==> src/pkg/iowd_defines.svh <==
/*
 * Constants for the I/O pin watchdog: time-out default, clock rate, pin count.
 * Assumes a 50 MHz system clock; included by bare name.
 */
`ifndef IOWD_DEFINES_SVH
`define IOWD_DEFINES_SVH

// ----------------------------------------
// timing
// ----------------------------------------
`define IOWD_CLK_PERIOD_NS 32'd20
`define IOWD_BITE_A_DEFAULT_NS 32'd5000000
`define IOWD_BITE_A_DEFAULT_CYC (`IOWD_BITE_A_DEFAULT_NS / `IOWD_CLK_PERIOD_NS)

// ----------------------------------------
// pins
// ----------------------------------------
`define IOWD_NUM_PINS 8

`endif

==> src/pkg/iowd_pkg.sv <==
/*
 * Types for the I/O pin watchdog.
 * Assumes the defines header is compiled first.
 */
`include "iowd_defines.svh"

package iowd_pkg;
    typedef enum logic {
        IOWD_ARMED,
        IOWD_BITTEN
    } iowd_state_t;

    // one group of pin drive signals
    typedef struct packed {
        logic [`IOWD_NUM_PINS-1:0] out;
        logic [`IOWD_NUM_PINS-1:0] oe;
    } iowd_pins_t;
endpackage : iowd_pkg

==> src/hdl/iowd_timer.sv <==
/*
 * Time-out counter in nanoseconds, restarted by each service pulse.
 * Assumes the programmed time-out is held stable by the host.
 */
`timescale 1ns/1ps
`default_nettype none
`include "iowd_defines.svh"

module iowd_timer (
    input wire logic mclk_i,          // system clock
    input wire logic rst_i,           // sync reset, high
    input wire logic service_i,       // restart pulse
    input wire logic [31:0] limit_i,  // time-out in ns
    output logic expired_o            // pulse: gap exceeded limit
);
    logic [31:0] elapsed_q;
    logic [31:0] elapsed_d;
    logic expired_q;
    logic expired_d;

    always_comb begin
        elapsed_d = elapsed_q;
        expired_d = 1'b0;
        // gap at this edge is elapsed plus one period; 33 bits so it never wraps
        if (({1'b0, elapsed_q} + {1'b0, `IOWD_CLK_PERIOD_NS}) > {1'b0, limit_i}) begin
            expired_d = 1'b1;
            elapsed_d = 32'h0;
        end else if (service_i) begin
            elapsed_d = 32'h0;
        end else begin
            elapsed_d = elapsed_q + `IOWD_CLK_PERIOD_NS;
        end
    end

    always_ff @(posedge mclk_i) begin
        if (rst_i) begin
            elapsed_q <= 32'h0;
            expired_q <= 1'b0;
        end else begin
            elapsed_q <= elapsed_d;
            expired_q <= expired_d;
        end
    end

    assign expired_o = expired_q;
endmodule : iowd_timer

`default_nettype wire

==> src/hdl/iowd_top.sv <==
/*
 * I/O pin watchdog: sits between the function units and the pin drivers.
 * Assumes the host pulses a service strobe on each full output write and
 * that pins have external or pad pull-ups requested through pullup_o.
 */
`timescale 1ns/1ps
`default_nettype none
`include "iowd_defines.svh"

module iowd_top #(
    parameter bit WD_PRESENT = 1'b1   // build option
) (
    input wire logic mclk_i,                           // system clock
    input wire logic rst_i,                            // sync reset, high
    input wire logic service_i,                        // full output write strobe
    input wire logic bite_a_we_i,                      // write the time-out
    input wire logic [31:0] bite_a_i,                  // time-out value in ns
    input wire logic flag_clr_i,                       // host writes false to flag
    input wire iowd_pkg::iowd_pins_t func_i,           // function unit drive
    input wire logic [`IOWD_NUM_PINS-1:0] pin_in_i,    // pad input levels
    output logic [`IOWD_NUM_PINS-1:0] pin_in_o,        // pad levels to units
    output logic [`IOWD_NUM_PINS-1:0] pin_out_o,       // pad output value
    output logic [`IOWD_NUM_PINS-1:0] pin_oe_o,        // pad drive enable
    output logic [`IOWD_NUM_PINS-1:0] pullup_o,        // pad pull-up request
    output logic [31:0] bite_a_o,                      // time-out readback
    output logic present_o,                            // watchdog built in
    output logic has_bitten_o                          // bite flag
);
    // ----------------------------------------
    // time-out register
    // ----------------------------------------
    logic [31:0] bite_a_q;
    logic [31:0] bite_a_d;

    always_comb begin
        bite_a_d = bite_a_q;
        if (bite_a_we_i) begin
            bite_a_d = bite_a_i;
        end
    end

    always_ff @(posedge mclk_i) begin
        if (rst_i) begin
            bite_a_q <= `IOWD_BITE_A_DEFAULT_NS;
        end else begin
            bite_a_q <= bite_a_d;
        end
    end

    // ----------------------------------------
    // timer
    // ----------------------------------------
    logic expired;

    iowd_timer u_timer (
        .mclk_i(mclk_i),
        .rst_i(rst_i),
        .service_i(service_i),
        .limit_i(bite_a_q),
        .expired_o(expired)
    );

    // ----------------------------------------
    // bite state
    // ----------------------------------------
    iowd_pkg::iowd_state_t state_q;
    iowd_pkg::iowd_state_t state_d;

    always_comb begin
        state_d = state_q;
        case (state_q)
            iowd_pkg::IOWD_ARMED: begin
                if (WD_PRESENT && expired) begin
                    state_d = iowd_pkg::IOWD_BITTEN;
                end
            end
            iowd_pkg::IOWD_BITTEN: begin
                // service alone never recovers; set wins over clear
                if (flag_clr_i && !expired) begin
                    state_d = iowd_pkg::IOWD_ARMED;
                end else begin
                    state_d = iowd_pkg::IOWD_BITTEN;
                end
            end
            default: begin
                state_d = iowd_pkg::IOWD_BITTEN;
            end
        endcase
    end

    always_ff @(posedge mclk_i) begin
        if (rst_i) begin
            state_q <= iowd_pkg::IOWD_ARMED;
        end else begin
            state_q <= state_d;
        end
    end

    // ----------------------------------------
    // pin mux
    // ----------------------------------------
    iowd_pkg::iowd_pins_t pins_q;
    iowd_pkg::iowd_pins_t pins_d;
    logic bitten;

    assign bitten = (state_q == iowd_pkg::IOWD_BITTEN);

    // units keep their drive untouched; only the pad path is cut
    always_comb begin
        if (bitten) begin
            pins_d.out = '0;
            pins_d.oe = '0;
        end else begin
            pins_d = func_i;
        end
    end

    always_ff @(posedge mclk_i) begin
        if (rst_i) begin
            pins_q <= '0;
        end else begin
            pins_q <= pins_d;
        end
    end

    assign pin_out_o = pins_q.out;
    assign pin_oe_o = pins_q.oe;
    assign pullup_o = ~pins_q.oe;
    assign pin_in_o = pin_in_i;
    assign bite_a_o = bite_a_q;
    assign present_o = WD_PRESENT;
    assign has_bitten_o = bitten;
endmodule : iowd_top

`default_nettype wire

==> config.mk <==
export PLATFORM = sky130hd
export DESIGN_NAME = iowd_top
export DESIGN_NICKNAME = d
export VERILOG_FILES = /design/src/pkg/iowd_pkg.sv /design/src/hdl/iowd_timer.sv /design/src/hdl/iowd_top.sv
export VERILOG_INCLUDE_DIRS = /design/src /design/src/pkg
export SDC_FILE = /design/constraint.sdc
export NUM_CORES = 1
export LEC_CHECK = 0
export ABC_AREA = 1
export BUFFER_PORTS_ARGS = -buffer_cell sky130_fd_sc_hd__buf_4
export CAP_MARGIN = 20
export CORE_ASPECT_RATIO = 1.25
export CORE_UTILIZATION = 31
export CTS_BUF_LIST = sky130_fd_sc_hd__clkbuf_4 sky130_fd_sc_hd__clkbuf_8 sky130_fd_sc_hd__clkbuf_16
export DETAILED_ROUTE_END_ITERATION = 10
export GPL_TIMING_DRIVEN = 0
export SLEW_MARGIN = 0
export SYNTH_ARGS = -nofsm -noshare
export SYNTH_HDL_FRONTEND = slang
export SYNTH_HIERARCHICAL = 1
export SYNTH_SLANG_ARGS = --single-unit
==> constraint.sdc <==
create_clock -name mclk_i -period 9.3 [get_ports mclk_i]
set_input_delay 0.465 -clock mclk_i [delete_from_list [all_inputs] [get_ports mclk_i]]
set_output_delay 0.465 -clock mclk_i [all_outputs]
set_load 0.1 [all_outputs]
After elaboration in Yosys (flattened, before gate mapping)
Cells that the tools add are included.
{ "word_totals": {"inputBits": 61, "ff_bits": 82, "word_cells": 19} }
{ "op_classes": {"n_bitwise": 2, "magnitude_cmp": 1, "n_reduce_logical": 4, "n_mux": 4, "add_sub_neg": 2} }
{ "op_table": {"columns": ["op", "count"], "rows": [
  ["adder 32 x 5 -> 33 bit, second input constant", 1],
  ["greater-than comparator 33 x 32 -> 1 bit", 1],
  ["adder 32 x 5 -> 32 bit, second input constant", 1],
  ["NOT 8 bit", 1],
  ["two-way mux 1 bit", 3],
  ["OR reduction 3 bit", 1],
  ["case mux 1 bit (2 select lines)", 1],
  ["OR reduction 2 bit", 1],
  ["logical AND 1 bit", 1],
  ["logical NOT 1 bit", 1],
  ["NOT 1 bit", 1]
]} }

Logic depth before layout (Yosys ltp)
Gate-level depths: netlist of run 1.
{ "logic_depth": {"word_depth": 4, "ltp_mapped": 24, "ltp_nobuf": 23} }

Cells and area by module
Netlist of run 1, hierarchy kept.
{ "modules_own_cells": {"columns": ["module", "n_inst", "area_per_inst_um2", "cells_per_inst", "seq_area_each_um2"], "rows": [
  ["iowd_timer", 1, 2936.6, 419, 620.6],
  ["iowd_top", 1, 1784.2, 213, 980.9]
]} }

Least setup slack after synthesis of run 1
No wires, ideal clock.
{ "synth_path": {"path_type": "reg2reg", "start": "register u_timer.elapsed_q[2]", "end": "register u_timer.elapsed_q[24]", "path_slack_ps": 6343, "t_required_ps": 9238, "t_arrival_ps": 2895, "n_path_buf": 1, "setup_time_ps": 62, "stages_incl_launch_ff": 20, "period_less_slack_ps": 2957, "cell_sequence": "dfxtp_1 ha_1 inv_1 nand2_2 nand4_4 nor2_2 nand4_1 inv_2 nand4_1 nand2_1 inv_1 ha_1 nand2_1 nor3_1 nor3b_1 nand3_1 nand2_4 nand2_4 buf_12 nor2_4"} }
{ "synth_between": {"elab_chain_len": 3, "elab_cells_between_ends": 4, "cone_classes": "2 x add/sub; 1 x order compare; 1 x reduce/logical"} }
{ "synth_rtl": {"columns": ["element", "line", "rtl"], "rows": [
  ["start, declared", "iowd_timer.sv:16", "logic [31:0] elapsed_q;"],
  ["start signal, assigned", "iowd_timer.sv:40", "elapsed_q <= elapsed_d;"],
  ["adder 32 x 5 -> 33 bit", "iowd_timer.sv:25", "if (({1'b0, elapsed_q} + {1'b0, `IOWD_CLK_PERIOD_NS}) > {1'b0, limit_i}) begin"],
  ["greater-than comparator 33 x 32 -> 1 bit", "iowd_timer.sv:25", null],
  ["OR reduction 3 bit (no source line)", null, null]
]} }
Parallel ways exist; a longest one is shown, timed or not.
A chain may end at the register's enable or synchronous reset.

Worst setup path in the final report of run 1
{ "layout_path": {"start": "register u_timer.elapsed_q[2]", "end": "register u_timer.elapsed_q[12]"} }
The elaborated chain is that of the path after synthesis.

==> results of run 1 <==
==> critical path, delay by kind of cell, from the launching register on <==
kind / cells / cell delay [ns]
AND/OR/NAND/NOR: 13 / 2.11
adder cells (fa/ha/maj): 2 / 0.53
flip-flops: 1 / 0.51
buffers and inverters: 4 / 0.42
==> final cells by class <==
type | instances | area, um2
Buffer | 24 | 209.0
Clock buffer | 10 | 232.7
Clock inverter | 6 | 92.59
Fill cell | 1536 | 8800
Inverter | 130 | 488.0
Multi-Input combinational cell | 398 | 2422
Sequential cell | 80 | 1602
Tap cell | 182 | 227.7
Timing Repair Buffer | 117 | 878.3
==> per-stage QoR <==
step                utilization  instances
global placement         0.3897        931
CTS                      0.4115        947
detailed placement       0.3897        931
finish                   0.4115        947
floorplan                     -        632
global route             0.4115        947
==> cells in the final DEF, fill, tap and decap left out, drive strengths merged, types with 12 or more instances in the layout <==
cell type | netlist | final
nand3 | 26 | 26
o21ai | 25 | 25
xor2 | 17 | 17
dfxtp | 80 | 80
buf | 22 | 139
inv | 129 | 130
nand2 | 115 | 115
ha | 31 | 31
nor2 | 138 | 138
clkbuf | 2 | 12
==> power by group through the flow <==
| stage | Sequential (uW) | Clock (uW) | Combinational [uW] |
|---|---|---|---|
| 6_report | 368 | 386 | 237 |
| 5_1_grt | 369 | 411 | 250 |
| 4_1_cts | 368 | 398 | 239 |
| 3_5_place_dp | 375 | 0 | 239 |
| 3_3_place_gp | 375 | 0 | 238 |
| 2_1_floorplan | 469 | 0 | 85.9 |
==> sequential cells by signal, summed over array words and instances, names as in the netlist <==
register and count:
has_bitten_o 1, pin_oe_o 8, bite_a_o 32, u_timer/expired_o 1, u_timer/elapsed_q 30, pin_out_o 8
==> how the worst max path moves through the flow <==
stage / slack [ns] / depth (start not counted) / end
2_1_floorplan: 6.34 / 19 / u_timer/elapsed_q[24]
3_3_place_gp: 5.68 / 19 / u_timer/elapsed_q[10]
3_5_place_dp: 5.66 / 19 / u_timer/elapsed_q[6]
4_1_cts: 5.60 / 19 / u_timer/elapsed_q[12]
5_1_grt: 5.35 / 19 / u_timer/elapsed_q[9]
6_report: 5.66 / 19 / u_timer/elapsed_q[12]
==> layer usage <==
metal  routed length (um)  track usage
met1                 4673       0.1578
met2                 5625       0.2710
met3                  452      0.02596
met4                  303      0.07228
met5                    0            0
==> logic make-up after synthesis <==
group / Yosys count / synth area share
buffers and inverters: 154 / 0.1476
other: 1 / 0.0007944
flip-flops: 80 / 0.3393
XOR/XNOR: 20 / 0.03711
AO/OA/AOI/OAI: 40 / 0.04426
AND/OR/NAND/NOR: 306 / 0.3488
adder cells (fa/ha/maj): 31 / 0.08216
==> results.ini, run 1 <==
[drt]
initialDrtViolationCount = 123
drt-vias-per-instance = 4.306
antenna_viol_nets_final = 0
routed_wire_length_per_instance_um = 11.67
drt_drc_violations_left = 0
wirelength_mm = 11.06
vias_after_detailed_routing = 4078
firstDrtPassIters = 6

[yosys]
yosys.cell_count.top_type = sky130_fd_sc_hd__inv_1
synth_top_flop_cell = sky130_fd_sc_hd__dfxtp_1
synth_edf_count = 0
synth_cell_types = 34
synthesis.instances = 632
postSynthAreaPerCell_um2 = 7.470
mappedNetlistArea_um2 = 4721
synthArstFlopShare = 0
synth_seq_area_share = 0.3393
synth_largest_type_area_fraction = 0.3393
synth_common_cells = sky130_fd_sc_hd__inv_1, sky130_fd_sc_hd__nand2_1, sky130_fd_sc_hd__nor2_1
syn-num-nets = 724
yosys_warnings = 6
ys_ff_latch = 80
synthTopCellsByArea = sky130_fd_sc_hd__dfxtp_1, sky130_fd_sc_hd__inv_1, sky130_fd_sc_hd__nor2_4
synth.largest_area_cell = sky130_fd_sc_hd__dfxtp_1

[min_path]
hp-start = rst_i
hold_path_depth = 2
min-delay-path-class = input port to register
hold-path-endpoint = has_bitten_o

[setup_path]
crit_chain = ha_1 > inv_1 > nand2_2 > nand4_4 > nor2_2 > nand4_1 > inv_2 > nand4_1 > nand2_1 > inv_1 > ha_1 > nand2_1 > nor3_1 > nor3b_1 > nand3_1 > nand2_4 > nand2_4 > buf_12 > nor2_4
worstSetupPathType = register to register
reg2reg_to = u_timer/elapsed_q[12]
critical-path-slowest-cell = sky130_fd_sc_hd__dfxtp_1
worst_path_largest_cell_delay_ns = 0.51
ff_to_ff_start = u_timer/elapsed_q[2]
crit_fanout = 10
rr_worst_depth = 19
r2r_setup_slack_ns = 5.66
timing.critical_path.required_ns = 9.58
crit_arrival_ns = 3.92
worst_setup_path_end_kind = register
type_of_element_launching_the_critical_path = register
timing.critical_path.from = u_timer/elapsed_q[2]

[timing]
layout_min_cycle_time_ns = 3.643
rsz_0062_raised_after_global_routing = false
slew_viol_final = 0
hold_viol = 0
worstMarginPinSlew_ns = 0.5320
finalWorstSetupSlack_ns = 5.657
finClkSkew_ns = 0.006543
timing.setup.tns_ns = 0
clock.fmax_ghz = 0.2745
fin_worst_hold_slack_ns = 0.3198
max-slew-margin-rel = 0.6421
setup_viol = 0
finalCritPeriodShare = 0.3918

[power]
power_switching_uw = 334.2
sw_frac_of_total = 0.3372
clkPwrFrac = 0.390
pwr-share-seq = 0.371
cellInternalPower_uw = 656.9
power_density_nw_per_um2 = 161.1
p_leak_uw = 0.003204
totalPowerFinal_uw = 991.2
power.share.combinational = 0.240
max_ir_drop_vdd_mv = 0.08252

[final_layout]
layout_cells_sized_above_1 = 0.2863
numnets_final = 852
finalInstanceArea_um2 = 6152
layout-area-overhead-vs-synth_pct = 30.32
antenna_cells = 0

[die]
io-pin-count = 127
fp.dieArea_um2 = 15730
placementRows = 50
die-width_um = 112.4
effective_utilization_at_floorplan = 0.3157
core_area_um2 = 14950
die_height_um = 140.0

[global_routing]
grt_max_degree = 15
antenna_violations_before_repair = 0
grt_pass1_wl_mm = 18.03
grtUsageTotal = 0.1458
number_of_global_route_vias_before_repair = 3996
globalRouteOverflowTotal = 0

[clocking]
clk_pin_slew_ns = 0.06
cts_tree = built
clock_insertion_delay_worst_skew_ns = 0.34
cts-buffers-inserted = 9
cts-root-to-sink-buffers = 2
cts_hold_buffers = 0
h_tree_lvls = 3
cts.sinks = 80
post_cts.resized_instances = 0
cts_setup_buffers = 0
clk_root_buffer_cell = sky130_fd_sc_hd__clkbuf_16

[flow_run]
cap_violations = 0

[placement]
placed_cell_area_um2 = 5827
io_buffer_count = 117
finalWeightedCongestion = 0.8832
detailed_place_hpwl_mm = 9.003
place_worst_setup_slack_ns = 5.657

[outcome]
outcome = finished, final reports clean

(Power assumes the default switching activity.)
==> run 2, diff against run 1 <==
==> constraint.sdc (replaced) <==
create_clock -name mclk_i -period 3.75 [get_ports mclk_i]
set_input_delay 0.1875 -clock mclk_i [delete_from_list [all_inputs] [get_ports mclk_i]]
set_output_delay 0.1875 -clock mclk_i [all_outputs]
set_load 0.1 [all_outputs]
==> results.ini, run 2 (synthesized netlist as in run 1, its figures left out) <==
[drt]
drt_drc_violations_left = 0
firstDrtPassIters = 6
routed_wire_length_per_instance_um = 11.70
antenna_viol_nets_final = 0
vias_after_detailed_routing = 4081
initialDrtViolationCount = 117
drt-vias-per-instance = 4.309
wirelength_mm = 11.08

[die]
fp.dieArea_um2 = 15730
die-width_um = 112.4
core_area_um2 = 14950
placementRows = 50
io-pin-count = 127
effective_utilization_at_floorplan = 0.3157
die_height_um = 140.0

[final_layout]
largest_register_ff_count = 32
stdcell_count = 947
final_common_cell = sky130_fd_sc_hd__inv_1
multiInputGateArea_um2 = 2435
seqCellArea_um2 = 1603
layout.cells.most_common_list = sky130_fd_sc_hd__inv_1, sky130_fd_sc_hd__buf_4, sky130_fd_sc_hd__nand2_1, sky130_fd_sc_hd__nor2_1, sky130_fd_sc_hd__dfxtp_1
fillCellCount = 1534
finalInstanceArea_um2 = 6166
layout-area-overhead-vs-synth_pct = 30.61
layout_cells_sized_above_1 = 0.2902
antenna_cells = 0
numnets_final = 852

[placement]
finalWeightedCongestion = 0.8832
numPlacedInstances = 931
placed_cell_area_um2 = 5827
io_buffer_count = 117
detailed_place_hpwl_mm = 9.003

[global_routing]
grt_pass1_wl_mm = 18.03
grtUsageTotal = 0.1458
antenna_violations_before_repair = 0
grt_max_degree = 15
number_of_global_route_vias_before_repair = 3996
globalRouteOverflowTotal = 0

[clocking]
clk_pin_slew_ns = 0.06
cts-root-to-sink-buffers = 2
cts-buffers-inserted = 9
clock_insertion_delay_worst_skew_ns = 0.33
h_tree_lvls = 3
clk_root_buffer_cell = sky130_fd_sc_hd__clkbuf_16
cts.sinks = 80
cts_hold_buffers = 0
cts_tree = built
cts_setup_buffers = 0
post_cts.resized_instances = 0

[power]
power_density_nw_per_um2 = 398.6
totalPowerFinal_uw = 2457
p_leak_uw = 0.003207
max_ir_drop_vdd_mv = 0.2046

[timing]
worstMarginPinSlew_ns = 0.5024
max-slew-margin-rel = 0.6620
slew_viol_final = 0
setup_viol = 0
rsz_0062_raised_after_global_routing = false
fin_worst_hold_slack_ns = 0.04227
layout_min_cycle_time_ns = 3.431
hold_viol = 0
finClkSkew_ns = 0.006462
clock.fmax_ghz = 0.2915
finalCritPeriodShare = 0.9149
timing.setup.tns_ns = 0

[setup_path]
critical_path.endpoint = u_timer/elapsed_q[11]
type_of_element_launching_the_critical_path = register
crit_fanout = 10
ff_to_ff_start = u_timer/elapsed_q[2]
critical-path-slowest-cell = sky130_fd_sc_hd__dfxtp_2
worst_path_largest_cell_delay_ns = 0.42
crit_arrival_ns = 3.71
timing.critical_path.required_ns = 4.03
worst_setup_path_end_kind = register
rr_worst_depth = 20
r2r_setup_slack_ns = 0.32
worstSetupPathType = register to register
crit_chain = ha_1 > inv_1 > nand2_2 > nand4_4 > nor2_2 > nand4_1 > inv_2 > nand2_1 > xor2_2 > inv_1 > ha_1 > nand2_1 > nor2_1 > nand4_1 > nor3b_1 > nand3_1 > nand2_4 > nand2_4 > buf_12 > nor2_4
timing.critical_path.from = u_timer/elapsed_q[2]
reg2reg_to = u_timer/elapsed_q[11]

[flow_run]
cap_violations = 0

[min_path]
min-delay-path-class = input port to register
hold_path_depth = 2

[outcome]
outcome = finished, final reports clean

-- run 2: cell counts in the layout (fill, tap and decap cells not counted) --
No cell type changed its count.
-- run 2: worst max-delay path, delay by kind of cell (launching register included) --
kind	cells	cell delay, ns
simple gates	13	1.77
buf+inv	4	0.43
flops	1	0.42
xor+xnor	1	0.22
fa+ha+maj	2	0.50
-- run 2: how the worst min path moves through the flow --
stage	startpoint	slack, ns	endpoint
after floorplan	rst_i	0.26	has_bitten_o
after global placement	rst_i	0.39	u_timer/expired_o
after detailed placement	rst_i	0.39	has_bitten_o
after CTS	rst_i	0.03	has_bitten_o
after global routing	rst_i	0.04	has_bitten_o
final	rst_i	0.04	has_bitten_o
-- run 2: routing by layer --
metal	up-vias	GRT usage	wire length [um]
met3	23	0.02596	460
met1	1791	0.1578	4652
met4	0	0.07228	303
met5	-	0	0
met2	114	0.2710	5661
li1	2153	-	-
-- run 2: stage by stage --
stage / util / worst slack [ns]
2_1_floorplan: - / 0.7930
3_3_place_gp: 0.3897 / 0.1269
3_5_place_dp: 0.3897 / 0.1074
4_1_cts: 0.4115 / 0.04890
5_1_grt: 0.4124 / 0.02860
6_report: 0.4124 / 0.3189
-- run 2: where the power goes --
group	total, uW	switching, uW	internal [uW]	leakage, uW
Sequential	912	26.0	886	0.000658
Clock	956	362	594	0.000153
Combinational	590	440	150	0.00240
-- run 2: area by class of cell --
| type | count | share of cell area |
|---|---|---|
| Sequential cell | 80 | 0.2599 |
| Timing Repair Buffer | 117 | 0.1425 |
| Tap cell | 182 | 0.03693 |
| Inverter | 130 | 0.07914 |
| Multi-Input combinational cell | 398 | 0.3949 |
| Clock buffer | 10 | 0.03774 |
| Buffer | 24 | 0.03389 |
| Clock inverter | 6 | 0.01502 |
